`src/hdl/csi2_framer_defs.svh`:
```
// offsets, field positions, reset values and timing counts of the sample framer
`ifndef CSI2_FRAMER_DEFS_SVH
`define CSI2_FRAMER_DEFS_SVH

// ----------------------------------------------------------------------------
// clock and timing
// ----------------------------------------------------------------------------
`define CLK_FREQ_MHZ     100
`define WAKE_TIME_NS     2000
`define REF_HALF_CYCLES  4

// ----------------------------------------------------------------------------
// lane rate window in Mbps
// ----------------------------------------------------------------------------
`define RATE_MIN_MBPS    10'h096
`define RATE_MAX_MBPS    10'h258

// ----------------------------------------------------------------------------
// packet data types
// ----------------------------------------------------------------------------
`define DT_FRAME_START   6'h00
`define DT_FRAME_END     6'h01
`define DT_LINE_START    6'h02
`define DT_LINE_END      6'h03
`define DT_RAW12         6'h2c

// ----------------------------------------------------------------------------
// header ecc parity masks over {data_hi, data_lo, di}
// ----------------------------------------------------------------------------
`define ECC_P0           24'hf1_2cb7
`define ECC_P1           24'hf2_555b
`define ECC_P2           24'h74_9a6d
`define ECC_P3           24'hb8_e38e
`define ECC_P4           24'hdf_03f0
`define ECC_P5           24'hef_fc00

// ----------------------------------------------------------------------------
// payload checksum
// ----------------------------------------------------------------------------
`define CRC_INIT         16'hffff
`define CRC_POLY         16'h8408

// ----------------------------------------------------------------------------
// chirp header word layout
// ----------------------------------------------------------------------------
`define HDR_CH_LSB       0
`define HDR_CH_MSB       1
`define HDR_PROF_LSB     6
`define HDR_PROF_MSB     11

`endif

```
`src/hdl/csi2_framer_pkg.sv`:
```
// types shared by the sample framer
package csi2_framer_pkg;

  typedef enum logic [2:0] {
    S_IDLE = 3'b000,
    S_FS   = 3'b001,
    S_LS   = 3'b010,
    S_LHDR = 3'b011,
    S_PAY  = 3'b100,
    S_CRC  = 3'b101,
    S_LE   = 3'b110,
    S_FE   = 3'b111
  } pkt_state_e;

  typedef enum logic [1:0] {
    SEC_HDR = 2'b00,
    SEC_SMP = 2'b01,
    SEC_CQ  = 2'b10
  } sect_e;

endpackage

```
`src/hdl/csi2_sample_fifo.sv`:
```
// sample fifo with valid/ready on both sides
`timescale 1ns/100ps
module csi2_sample_fifo #(
  parameter int WIDTH = 24,
  parameter int DEPTH = 8
) (
  input  wire logic             clock_in,
  input  wire logic             reset_n_in,
  input  wire logic             in_valid_in,
  input  wire logic [WIDTH-1:0] in_data_in,
  output logic                  in_ready_out,
  output logic                  out_valid_out,
  output logic [WIDTH-1:0]      out_data_out,
  input  wire logic             out_ready_in
);
  localparam int AW = $clog2(DEPTH);

  logic [WIDTH-1:0] mem [DEPTH];
  logic [AW-1:0]    wr_ptr_ff, rd_ptr_ff, nxt_wr_ptr, nxt_rd_ptr;
  logic [AW:0]      count_ff, nxt_count;
  logic             ready_ff, nxt_ready;
  logic             push, pop;

  assign push          = in_valid_in && ready_ff;
  assign pop           = out_ready_in && (count_ff != '0);
  assign in_ready_out  = ready_ff;
  assign out_valid_out = (count_ff != '0);
  assign out_data_out  = mem[rd_ptr_ff];

  always_comb begin
    nxt_wr_ptr = push ? AW'(wr_ptr_ff + 1'b1) : wr_ptr_ff;
    nxt_rd_ptr = pop ? AW'(rd_ptr_ff + 1'b1) : rd_ptr_ff;
    nxt_count  = count_ff + (AW+1)'(push) - (AW+1)'(pop);
    nxt_ready  = (nxt_count != (AW+1)'(DEPTH));
  end

  always_ff @(posedge clock_in or negedge reset_n_in) begin
    if (!reset_n_in) begin
      wr_ptr_ff <= '0;
      rd_ptr_ff <= '0;
      count_ff  <= '0;
      ready_ff  <= 1'b1;
    end else begin
      wr_ptr_ff <= nxt_wr_ptr;
      rd_ptr_ff <= nxt_rd_ptr;
      count_ff  <= nxt_count;
      ready_ff  <= nxt_ready;
    end
  end

  always_ff @(posedge clock_in) begin
    if (push) begin
      mem[wr_ptr_ff] <= in_data_in;
    end
  end

endmodule // csi2_sample_fifo

```
`src/hdl/radar_adc_csi2_framer.sv`:
```
// radar sample framer: sync packets, chirp payloads, lane distribution, sideband
`timescale 1ns/100ps
`include "csi2_framer_defs.svh"

// What this block does
// [RQ1] lanes run only when the set per-lane rate lies within 150 to 600 Mbps
// [RQ2] each frame opens with a frame-start and closes with a frame-end short packet
// [RQ3] each chirp line sits between line-start and line-end short packets
// [RQ4] payload order: chirp profile, chirp number, samples, then optional quality data
// [RQ5] payload opens with one header pair per channel: index, profile, chirp number
// [RQ6] samples of all four channels are interleaved, not sent channel after channel
// [RQ7] per sample index: I then Q of channel 0, then channels 1, 2, 3
// [RQ8] sample groups continue to the chirp's last sample, index up to 1023
// [RQ9] quality value goes out in 12-bit slices, last slice bits 63:60 zero padded
// [RQ10] the quality section is switched on or off by configuration
// [RQ11] serialized payload bytes are spread across the four data lanes
// [RQ12] fewer lanes may be used, several channels then share one lane
// [RQ13] the fast link only sends data from device to host, never commands
// [RQ14] asynchronous events reach the host on a dedicated event interrupt
// [RQ15] a fault from the radio controller drives a separate error output
// [RQ16] the host wakes the device by pulsing its active-low reset
// [RQ17] the host reference clock only starts after the device has woken
// [RQ18] once enabled the clock lane stays in high-speed mode continuously
// [RQ19] long packets carry a 16-bit checksum, headers a virtual channel tag
module radar_adc_csi2_framer
  import csi2_framer_pkg::*;
#(
  parameter int FIFO_DEPTH = 8
) (
  input  wire logic        clock_in,
  input  wire logic        reset_n_in,
  input  wire logic        csi_enable_in,
  input  wire logic [1:0]  lane_mode_in,
  input  wire logic [9:0]  lane_rate_mbps_in,
  input  wire logic [1:0]  vchan_in,
  input  wire logic [7:0]  chirps_per_frame_in,
  input  wire logic        cq_enable_in,
  input  wire logic        chirp_start_in,
  input  wire logic [5:0]  profile_in,
  input  wire logic [11:0] chirp_num_in,
  input  wire logic [9:0]  last_sample_in,
  input  wire logic [63:0] cq_data_in,
  input  wire logic        sample_valid_in,
  input  wire logic [23:0] sample_iq_in,
  output logic             sample_ready_out,
  input  wire logic        link_clk_in,
  input  wire logic        fault_in,
  input  wire logic        irq_ack_in,
  output logic [31:0]      lane_data_out,
  output logic [3:0]       lane_valid_out,
  output logic             clk_lane_hs_out,
  output logic             link_rate_ok_out,
  output logic             busy_out,
  output logic             host_event_irq_out,
  output logic             error_out,
  output logic             ref_clk_out
);
  localparam int WAKE_CYCLES = (`WAKE_TIME_NS * `CLK_FREQ_MHZ + 999) / 1000;

  // --------------------------------------------------------------------------
  // sample fifo and link clock edge finder
  // --------------------------------------------------------------------------
  logic        fifo_valid, fifo_pop;
  logic [23:0] fifo_data;
  logic        lk_s1_ff, lk_s2_ff, lk_s3_ff, link_edge;

  csi2_sample_fifo #(.WIDTH(24), .DEPTH(FIFO_DEPTH)) u_fifo (
    .clock_in      (clock_in),
    .reset_n_in    (reset_n_in),
    .in_valid_in   (sample_valid_in),
    .in_data_in    (sample_iq_in),
    .in_ready_out  (sample_ready_out),
    .out_valid_out (fifo_valid),
    .out_data_out  (fifo_data),
    .out_ready_in  (fifo_pop)
  );

  always_ff @(posedge clock_in or negedge reset_n_in) begin
    if (!reset_n_in) begin
      {lk_s1_ff, lk_s2_ff, lk_s3_ff} <= 3'h0;
    end else begin
      {lk_s1_ff, lk_s2_ff, lk_s3_ff} <= {link_clk_in, lk_s1_ff, lk_s2_ff};
    end
  end
  assign link_edge = lk_s2_ff && !lk_s3_ff;

  function automatic logic [7:0] ecc_f(input logic [23:0] d);
    ecc_f = {2'b00, ^(d & `ECC_P5), ^(d & `ECC_P4), ^(d & `ECC_P3),
             ^(d & `ECC_P2), ^(d & `ECC_P1), ^(d & `ECC_P0)};
  endfunction

  function automatic logic [15:0] crc_f(input logic [15:0] c, input logic [7:0] b);
    logic [15:0] r;
    r = c;
    for (int i = 0; i < 8; i++) begin
      r = (r[0] ^ b[i]) ? ((r >> 1) ^ `CRC_POLY) : (r >> 1);
    end
    crc_f = r;
  endfunction

  // --------------------------------------------------------------------------
  // packet builder
  // --------------------------------------------------------------------------
  pkt_state_e  state_ff, nxt_state;
  sect_e       sect_ff, nxt_sect;
  logic [11:0] idx_ff, nxt_idx;
  logic [1:0]  bcnt_ff, nxt_bcnt, phase_ff, nxt_phase;
  logic [15:0] crc_ff, nxt_crc, wc_ff, nxt_wc, frame_num_ff, nxt_frame_num;
  logic [7:0]  chirp_cnt_ff, nxt_chirp_cnt, cpf_ff, nxt_cpf;
  logic        frame_open_ff, nxt_frame_open, cq_en_ff, nxt_cq_en;
  logic [5:0]  prof_ff, nxt_prof;
  logic [11:0] cnum_ff, nxt_cnum, smp_last_ff, nxt_smp_last;
  logic [63:0] cq_ff, nxt_cq;
  logic        link_on, last_chirp, frame_done, byte_take, byte_avail, byte_fire;
  logic        byte_last, pair_end, pay_end;
  logic [7:0]  cur_byte, di;
  logic [15:0] sp_data;
  logic [11:0] w0, w1;
  logic [71:0] cq_ext;
  logic [23:0] hdr24;

  assign link_on    = clk_lane_hs_out && link_rate_ok_out;
  assign last_chirp = (9'(chirp_cnt_ff) + 9'h001) >= 9'(cpf_ff);
  assign cq_ext     = {8'h00, cq_ff};
  assign byte_fire  = byte_avail && byte_take;
  assign frame_done = byte_fire && byte_last && (state_ff == S_FE);

  always_comb begin
    w0 = '0;
    w1 = '0;
    unique case (sect_ff)
      SEC_HDR: begin
        w0[`HDR_CH_MSB:`HDR_CH_LSB]     = idx_ff[1:0]; // RQ5
        w0[`HDR_PROF_MSB:`HDR_PROF_LSB] = prof_ff;
        w1 = cnum_ff;
      end
      SEC_SMP: begin
        w0 = fifo_data[11:0]; // RQ7
        w1 = fifo_data[23:12];
      end
      SEC_CQ: begin
        {w1, w0} = cq_ext[24*idx_ff[1:0] +: 24]; // RQ9
      end
      default: ;
    endcase
    unique case (state_ff)
      S_FS:    di = {vchan_in, `DT_FRAME_START}; // RQ19
      S_FE:    di = {vchan_in, `DT_FRAME_END};
      S_LS:    di = {vchan_in, `DT_LINE_START};
      S_LE:    di = {vchan_in, `DT_LINE_END};
      default: di = {vchan_in, `DT_RAW12};
    endcase
    sp_data  = (state_ff == S_LHDR) ? wc_ff :
               ((state_ff == S_FS) || (state_ff == S_FE)) ? frame_num_ff : {8'h00, chirp_cnt_ff};
    hdr24    = {sp_data, di};
    cur_byte = 8'h00;
    unique case (state_ff)
      S_PAY:   cur_byte = (phase_ff == 2'd0) ? w0[11:4] :
                          (phase_ff == 2'd1) ? w1[11:4] : {w1[3:0], w0[3:0]};
      S_CRC:   cur_byte = (bcnt_ff == 2'd0) ? crc_ff[7:0] : crc_ff[15:8];
      S_IDLE:  cur_byte = 8'h00;
      default: cur_byte = (bcnt_ff == 2'd3) ? ecc_f(hdr24) : hdr24[8*bcnt_ff +: 8];
    endcase
    pair_end   = (phase_ff == 2'd2);
    pay_end    = pair_end && (((sect_ff == SEC_SMP) && (idx_ff == smp_last_ff) && !cq_en_ff) ||
                              ((sect_ff == SEC_CQ) && (idx_ff == 12'd2)));
    byte_avail = (state_ff != S_IDLE) && !((state_ff == S_PAY) && (sect_ff == SEC_SMP) && !fifo_valid);
    byte_last  = (state_ff == S_PAY) ? pay_end :
                 (state_ff == S_CRC) ? (bcnt_ff == 2'd1) : (bcnt_ff == 2'd3);
    fifo_pop   = byte_fire && (state_ff == S_PAY) && (sect_ff == SEC_SMP) && pair_end; // RQ6
  end

  always_comb begin
    nxt_state = state_ff;  nxt_sect = sect_ff;  nxt_idx = idx_ff;
    nxt_bcnt = bcnt_ff;  nxt_phase = phase_ff;  nxt_crc = crc_ff;  nxt_wc = wc_ff;
    nxt_frame_num = frame_num_ff;  nxt_chirp_cnt = chirp_cnt_ff;  nxt_cpf = cpf_ff;
    nxt_frame_open = frame_open_ff;  nxt_cq_en = cq_en_ff;  nxt_prof = prof_ff;
    nxt_cnum = cnum_ff;  nxt_smp_last = smp_last_ff;  nxt_cq = cq_ff;
    if ((state_ff == S_IDLE) && chirp_start_in && link_on) begin
      nxt_prof     = profile_in;
      nxt_cnum     = chirp_num_in;
      nxt_cq       = cq_data_in;
      nxt_cq_en    = cq_enable_in; // RQ10
      nxt_smp_last = {last_sample_in, 2'b11}; // RQ8
      nxt_wc       = 16'(({4'h0, last_sample_in, 2'b00} + 16'd8 + (cq_enable_in ? 16'd3 : 16'd0)) * 16'd3);
      nxt_bcnt     = 2'd0;
      if (!frame_open_ff) begin
        nxt_cpf   = chirps_per_frame_in;
        nxt_state = S_FS; // RQ2
      end else begin
        nxt_state = S_LS; // RQ3
      end
    end else if (byte_fire) begin
      nxt_bcnt = 2'(bcnt_ff + 2'd1);
      if (state_ff == S_PAY) begin
        nxt_crc   = crc_f(crc_ff, cur_byte); // RQ19
        nxt_phase = pair_end ? 2'd0 : 2'(phase_ff + 2'd1);
        if (pair_end) begin
          nxt_idx = 12'(idx_ff + 12'd1);
          if ((sect_ff == SEC_HDR) && (idx_ff == 12'd3)) begin
            nxt_sect = SEC_SMP; // RQ4
            nxt_idx  = '0;
          end else if ((sect_ff == SEC_SMP) && (idx_ff == smp_last_ff)) begin
            nxt_sect = SEC_CQ; // RQ9
            nxt_idx  = '0;
          end
        end
      end
      if (byte_last) begin
        nxt_bcnt = 2'd0;
        unique case (state_ff)
          S_FS:   begin nxt_state = S_LS; nxt_frame_open = 1'b1; nxt_chirp_cnt = '0; end
          S_LS:   nxt_state = S_LHDR; // RQ3
          S_LHDR: begin
            nxt_state = S_PAY;
            nxt_sect  = SEC_HDR; // RQ4
            nxt_idx   = '0;
            nxt_phase = 2'd0;
            nxt_crc   = `CRC_INIT;
          end
          S_PAY:  nxt_state = S_CRC; // RQ19
          S_CRC:  nxt_state = S_LE; // RQ3
          S_LE:   begin
            nxt_chirp_cnt = 8'(chirp_cnt_ff + 8'd1);
            nxt_state     = last_chirp ? S_FE : S_IDLE; // RQ2
          end
          S_FE:   begin
            nxt_state      = S_IDLE;
            nxt_frame_open = 1'b0;
            nxt_frame_num  = 16'(frame_num_ff + 16'd1);
          end
          S_IDLE: nxt_state = S_IDLE;
        endcase
      end
    end
  end

  always_ff @(posedge clock_in or negedge reset_n_in) begin
    if (!reset_n_in) begin
      state_ff <= S_IDLE;  sect_ff <= SEC_HDR;  idx_ff <= '0;  bcnt_ff <= '0;
      phase_ff <= '0;  crc_ff <= `CRC_INIT;  wc_ff <= '0;  frame_num_ff <= '0;
      chirp_cnt_ff <= '0;  cpf_ff <= '0;  frame_open_ff <= 1'b0;  cq_en_ff <= 1'b0;
      prof_ff <= '0;  cnum_ff <= '0;  smp_last_ff <= '0;  cq_ff <= '0;
    end else begin
      state_ff <= nxt_state;  sect_ff <= nxt_sect;  idx_ff <= nxt_idx;  bcnt_ff <= nxt_bcnt;
      phase_ff <= nxt_phase;  crc_ff <= nxt_crc;  wc_ff <= nxt_wc;
      frame_num_ff <= nxt_frame_num;  chirp_cnt_ff <= nxt_chirp_cnt;  cpf_ff <= nxt_cpf;
      frame_open_ff <= nxt_frame_open;  cq_en_ff <= nxt_cq_en;  prof_ff <= nxt_prof;
      cnum_ff <= nxt_cnum;  smp_last_ff <= nxt_smp_last;  cq_ff <= nxt_cq;
    end
  end

  // --------------------------------------------------------------------------
  // lane distributor: lanes only ever send, nothing is read back
  // --------------------------------------------------------------------------
  logic [31:0] gather_ff, nxt_gather, nxt_lane_data;
  logic [2:0]  gcnt_ff, nxt_gcnt, lanes_ff, nxt_lanes;
  logic        flush_ff, nxt_flush, send;
  logic [3:0]  nxt_lane_valid;

  assign byte_take = (gcnt_ff < lanes_ff) && !flush_ff;
  assign send      = link_edge && ((gcnt_ff == lanes_ff) || flush_ff);

  always_comb begin
    nxt_gather     = gather_ff;
    nxt_gcnt       = gcnt_ff;
    nxt_flush      = flush_ff;
    nxt_lane_data  = lane_data_out;
    nxt_lane_valid = link_edge ? 4'h0 : lane_valid_out;
    // lane count is only changed between packets so a packet never splits unevenly
    nxt_lanes      = lanes_ff;
    if ((state_ff == S_IDLE) && (gcnt_ff == 3'd0)) begin
      nxt_lanes = (lane_mode_in == 2'd0) ? 3'd1 : (lane_mode_in == 2'd1) ? 3'd2 : 3'd4; // RQ12
    end
    if (byte_fire) begin
      nxt_gather[8*gcnt_ff[1:0] +: 8] = cur_byte; // RQ11
      nxt_gcnt  = 3'(gcnt_ff + 3'd1);
      nxt_flush = byte_last;
    end
    if (send) begin
      nxt_lane_data  = gather_ff; // RQ13
      nxt_lane_valid = 4'(5'h0f >> (3'd4 - gcnt_ff));
      nxt_gcnt       = 3'd0;
      nxt_flush      = 1'b0;
    end
  end

  always_ff @(posedge clock_in or negedge reset_n_in) begin
    if (!reset_n_in) begin
      gather_ff <= '0;  gcnt_ff <= '0;  flush_ff <= 1'b0;  lanes_ff <= 3'd4;
      lane_data_out <= '0;  lane_valid_out <= '0;
    end else begin
      gather_ff <= nxt_gather;  gcnt_ff <= nxt_gcnt;  flush_ff <= nxt_flush;
      lanes_ff <= nxt_lanes;  lane_data_out <= nxt_lane_data;  lane_valid_out <= nxt_lane_valid;
    end
  end

  // --------------------------------------------------------------------------
  // sideband: wake, reference clock, clock lane, events, error
  // --------------------------------------------------------------------------
  logic [$clog2(WAKE_CYCLES+1)-1:0] wake_cnt_ff, nxt_wake_cnt;
  logic [2:0] ref_cnt_ff, nxt_ref_cnt;
  logic       woke_ff, nxt_woke, nxt_ref_clk, nxt_hs, nxt_rate_ok, nxt_irq, nxt_err;

  always_comb begin
    nxt_woke     = woke_ff || (wake_cnt_ff == ($bits(wake_cnt_ff))'(WAKE_CYCLES - 1));
    nxt_wake_cnt = woke_ff ? wake_cnt_ff : ($bits(wake_cnt_ff))'(wake_cnt_ff + 1'b1);
    nxt_ref_cnt  = ref_cnt_ff;
    nxt_ref_clk  = ref_clk_out;
    if (woke_ff) begin // RQ17
      nxt_ref_cnt = (ref_cnt_ff == 3'(`REF_HALF_CYCLES - 1)) ? 3'd0 : 3'(ref_cnt_ff + 3'd1);
      nxt_ref_clk = (ref_cnt_ff == 3'(`REF_HALF_CYCLES - 1)) ? !ref_clk_out : ref_clk_out;
    end
    nxt_hs      = clk_lane_hs_out || csi_enable_in; // RQ18
    nxt_rate_ok = (lane_rate_mbps_in >= `RATE_MIN_MBPS) &&
                  (lane_rate_mbps_in <= `RATE_MAX_MBPS); // RQ1
    // a frame completing in the ack cycle keeps the interrupt raised
    nxt_irq     = frame_done || (host_event_irq_out && !irq_ack_in); // RQ14
    nxt_err     = fault_in; // RQ15
  end

  always_ff @(posedge clock_in or negedge reset_n_in) begin
    if (!reset_n_in) begin // RQ16
      wake_cnt_ff <= '0;  woke_ff <= 1'b0;  ref_cnt_ff <= '0;  ref_clk_out <= 1'b0;
      clk_lane_hs_out <= 1'b0;  link_rate_ok_out <= 1'b0;  host_event_irq_out <= 1'b0;
      error_out <= 1'b0;  busy_out <= 1'b0;
    end else begin
      wake_cnt_ff <= nxt_wake_cnt;  woke_ff <= nxt_woke;  ref_cnt_ff <= nxt_ref_cnt;
      ref_clk_out <= nxt_ref_clk;  clk_lane_hs_out <= nxt_hs;  link_rate_ok_out <= nxt_rate_ok;
      host_event_irq_out <= nxt_irq;  error_out <= nxt_err;  busy_out <= (nxt_state != S_IDLE);
    end
  end
endmodule // radar_adc_csi2_framer

```
`config.mk`:
```
export PLATFORM = sky130hd
export DESIGN_NAME = radar_adc_csi2_framer
export DESIGN_NICKNAME = d
export VERILOG_FILES = /design/src/hdl/csi2_framer_pkg.sv /design/src/hdl/csi2_sample_fifo.sv /design/src/hdl/radar_adc_csi2_framer.sv
export VERILOG_INCLUDE_DIRS = /design/src /design/src/hdl
export SDC_FILE = /design/constraint.sdc
export NUM_CORES = 1
export LEC_CHECK = 0
export BUFFER_PORTS_ARGS = -buffer_cell sky130_fd_sc_hd__buf_4
export CELL_PAD_IN_SITES_DETAIL_PLACEMENT = 0
export CELL_PAD_IN_SITES_GLOBAL_PLACEMENT = 2
export CORE_MARGIN = 3
export CORE_UTILIZATION = 44
export CTS_CLUSTER_DIAMETER = 120
export DETAILED_ROUTE_END_ITERATION = 16
export PLACE_DENSITY_LB_ADDON = 0.25
export RECOVER_POWER = 25
export SLEW_MARGIN = 25
export SYNTH_ARGS = -nofsm -noshare
export SYNTH_HDL_FRONTEND = slang
export SYNTH_SLANG_ARGS = --single-unit
```
`constraint.sdc`:
```
create_clock -name clock_in -period 8.8 [get_ports clock_in]
set_input_delay 1.32 -clock clock_in [delete_from_list [all_inputs] [get_ports clock_in]]
set_output_delay 1.32 -clock clock_in [all_outputs]
set_load 0.03 [all_outputs]
```
==> results.py <==
metrics = {
    "cells_and_area": {
        "synthToLayoutAreaGrowth_pct": 16.72,
        "final_cell_mix": "394 x nand2_1, 264 x dfrtp_1, 192 x edfxtp_1",
        "fin_util_pct": 52.28,
        "final_common_cell": "nand2_1",
        "fin_nets": 2273,
        "layout-drive-gt1-share_pct": 20.74,
    },
    "critical_path": {
        "path_buf_inv": 1,
        "crit_top_cell": "and3_1",
        "cpPeakStageDelay_ps": 620,
        "crit_required_ps": 9320,
        "cp-end-kind": "flop",
        "path_class": "flop to flop",
        "cp_top_family": "simple AND/OR/NAND/NOR gates",
        "crit_path_max_fanout": 38,
        "slowest_stage": "nor3b_2",
        "cp.arrival_ps": 4700,
        "path_cells": "buf_4, nor3b_2, nand3_1, nor4_4, a21oi_2, nor2_1, nand2_1, nor2_2, and3_1, and3_1, and3_1, xor2_1",
        "cp-start-kind": "flop",
    },
    "power": {
        "pwr-share-comb_pct": 33.7,
        "power.density_nw_per_um2": 311.9,
        "peakVddDrop_mv": 0.2099,
        "p_int_w": 0.005349,
        "pwr-share-clk_pct": 27.1,
        "p_leak_nw": 11.10,
        "switching_power_w": 0.002882,
        "seqPwrFrac_pct": 39.2,
        "power.total_w": 0.008231,
        "netSwitchingFraction_pct": 35.02,
    },
    "yosys": {
        "synth_area_per_cell_um2": 11.92,
        "synth_top_cell_area_share_pct": 29.44,
        "ys_async_sr_fraction_pct": 59.66,
        "yosysSeqAreaShare_pct": 57.03,
        "synth_warnings": 0,
        "syn_nets": 2099,
        "postSynthCellCount": 1896,
        "synth_flop_cell": "dfrtp_1",
        "synth_area_leader_cell": "dfrtp_1",
        "syn-cell-area_um2": 22610,
        "ys_types": 87,
        "synthTopCellsByArea": "dfrtp_1 29%, edfxtp_1 26%, nand2_1 6.5%",
        "ys_ff_latch": 476,
        "synth-edff-count": 192,
    },
    "job": {
        "max_cap_viol_count": 0,
    },
    "floorplanning": {
        "io_pins": 190,
        "die_w_um": 232.7,
        "start_util_pct": 44.79,
        "dieArea_um2": 54140,
        "row_count": 82,
        "fp.dieH_um": 232.7,
        "core_area_um2": 50480,
    },
    "clock_tree": {
        "root_buffer": "clkbuf_16",
        "cts_tree": "built",
        "cts_buffer_depth": 3,
        "cts_hold_buf": 0,
        "clock_sinks": 476,
        "cts-buffers-inserted": 50,
        "clock_latency_ps": 610,
        "post_cts_resized": 0,
        "cts_setup_buffers": 0,
        "clk_pin_slew_ps": 60,
        "htreeDepth": 2,
    },
    "route": {
        "ant_nets": 0,
        "vias": 15250,
        "viasPerCell": 5.476,
        "routedWlPerCell_um": 20.71,
        "drt-initial-drc-count": 1185,
        "drc": 0,
        "finalWirelength_mm": 57.67,
        "first_pass_iters": 6,
    },
    "global_routing": {
        "antenna_found_initial": 8,
        "gr-usage-all-layers_pct": 21.15,
        "grt_max_degree": 98,
        "grt_pass1_wl_mm": 88.65,
        "grt_overflow": 0,
        "grt_pass1_vias": 15450,
    },
    "sta": {
        "setup_tns_ps": 0,
        "finalMaxSlewViolations": 0,
        "fin_crit_ps": 4181,
        "fmax_mhz": 239.2,
        "max_slew_margin_pct": 31.80,
        "hold_violations": 0,
        "worst_slew_pin_slew_ps": 1014,
        "rsz0062_at_grt": "false",
        "finalSetupViolations": 0,
        "finalCritPeriodShare_pct": 47.51,
        "finalClockSkew_ps": 26.15,
    },
    "placed_design": {
        "dpl.hpwl_mm": 39.04,
        "gp_congestion": 0.8462,
        "port_buffers": 189,
    },
    "status": {
        "status": "finished, final reports clean",
    },
    "worst_hold_path": {
        "hold_path.class": "flop to flop",
    },
}
routing by layer:
metal  up-vias  GRT usage (%)  wire, um
li1       7161              -         -
met1      7618          27.61     24300
met2       355          35.51     28400
met3       103          4.150      3202
met4        14          7.005      1679
met5         -              0        87
synth_stat cells, types with 7 or more instances:
library cell  count
a21o_1           19
a21oi_1          67
a221oi_1         11
a22o_1           27
a31oi_1          10
and3_1           24
buf_1             7
buf_2            14
buf_4             8
clkbuf_1         54
dfrtp_1         266
dfstp_2          18
edfxtp_1        192
ha_1             54
inv_1            50
mux2_2           57
mux2i_1          51
mux4_2           48
nand2_1         394
nand2b_1         19
nand3_1          33
nor2_1           59
nor2b_1          10
nor3_1           23
nor4_1            9
o211ai_1          7
o21ai_0          97
o22a_1            7
o22ai_1          11
o2bb2ai_1         8
xnor2_1          71
xor2_1           39
final timing paths:
path	slack, ps	endpoint	from	cells after the start
max	4620	frame_num_ff[13]	state_ff[2]	12
min	350	lk_s2_ff	lk_s1_ff	0
max reg2reg	4620	frame_num_ff[13]	state_ff[2]	12
min reg2reg	350	lk_s2_ff	lk_s1_ff	0
max in group asynchronous	6600	u_fifo.rd_ptr_ff[0]	reset_n_in	2
min in group asynchronous	750	cpf_ff[6]	reset_n_in	1
logic make-up (layout without fill, tap and decap cells):
kind of cell | count (synthesis) | after routing | synth area share (%)
DFF | 476 | 476 | 57.03
and+or+nand+nor | 609 | 609 | 11.81
muxes | 157 | 157 | 9.945
adders and majority gates | 56 | 56 | 3.165
buffers and inverters | 141 | 357 | 2.767
other | 0 | 1 | 0
xor gates and xnor gates | 123 | 123 | 5.335
AOI/OAI and AO/OA | 334 | 334 | 9.945
area by class of cell:
class / instances / area [um2]
fill: 4533 / 24090
sequential: 476 / 12900
multi-input combinational: 1279 / 9171
timing repair buffer: 211 / 1521
clock buffer: 76 / 1470
tap: 672 / 840.8
clock inverter: 18 / 291.5
inverter: 52 / 195.2
antenna: 1 / 2.502
through the flow:
stage | hold WS, ps | instance area (um2) | worst slack (ps) | std cells
finish | 349.3 | 26390 | 4619 | 2785
floorplan | 331.2 | 22610 | 4534 | 1896
CTS | 354.4 | 26430 | 4630 | 2783
global placement | 344.1 | 24670 | 4775 | 2689
global route | 365.7 | 26390 | 4212 | 2784
detailed placement | 339.4 | 24670 | 4624 | 2689
power groups by stage:
stage / registers (W) / logic [W] / clock network, W
6_report: 0.00323 / 0.00277 / 0.00223
5_1_grt: 0.00329 / 0.00305 / 0.00238
4_1_cts: 0.00323 / 0.00279 / 0.00229
3_3_place_gp: 0.00325 / 0.00274 / 0
2_1_floorplan: 0.00325 / 0.00194 / 0
3_5_place_dp: 0.00327 / 0.00277 / 0
flip-flops by register name, indices dropped and copies added (netlist names), 11 cells and up:
name	cells
u_fifo.mem	192
crc_ff	16
lane_data_out	32
smp_last_ff	11
frame_num_ff	16
cnum_ff	12
cq_ff	64
gather_ff	32
wc_ff	14
idx_ff	12
No activity file was read; power rests on OpenSTA's default activity.
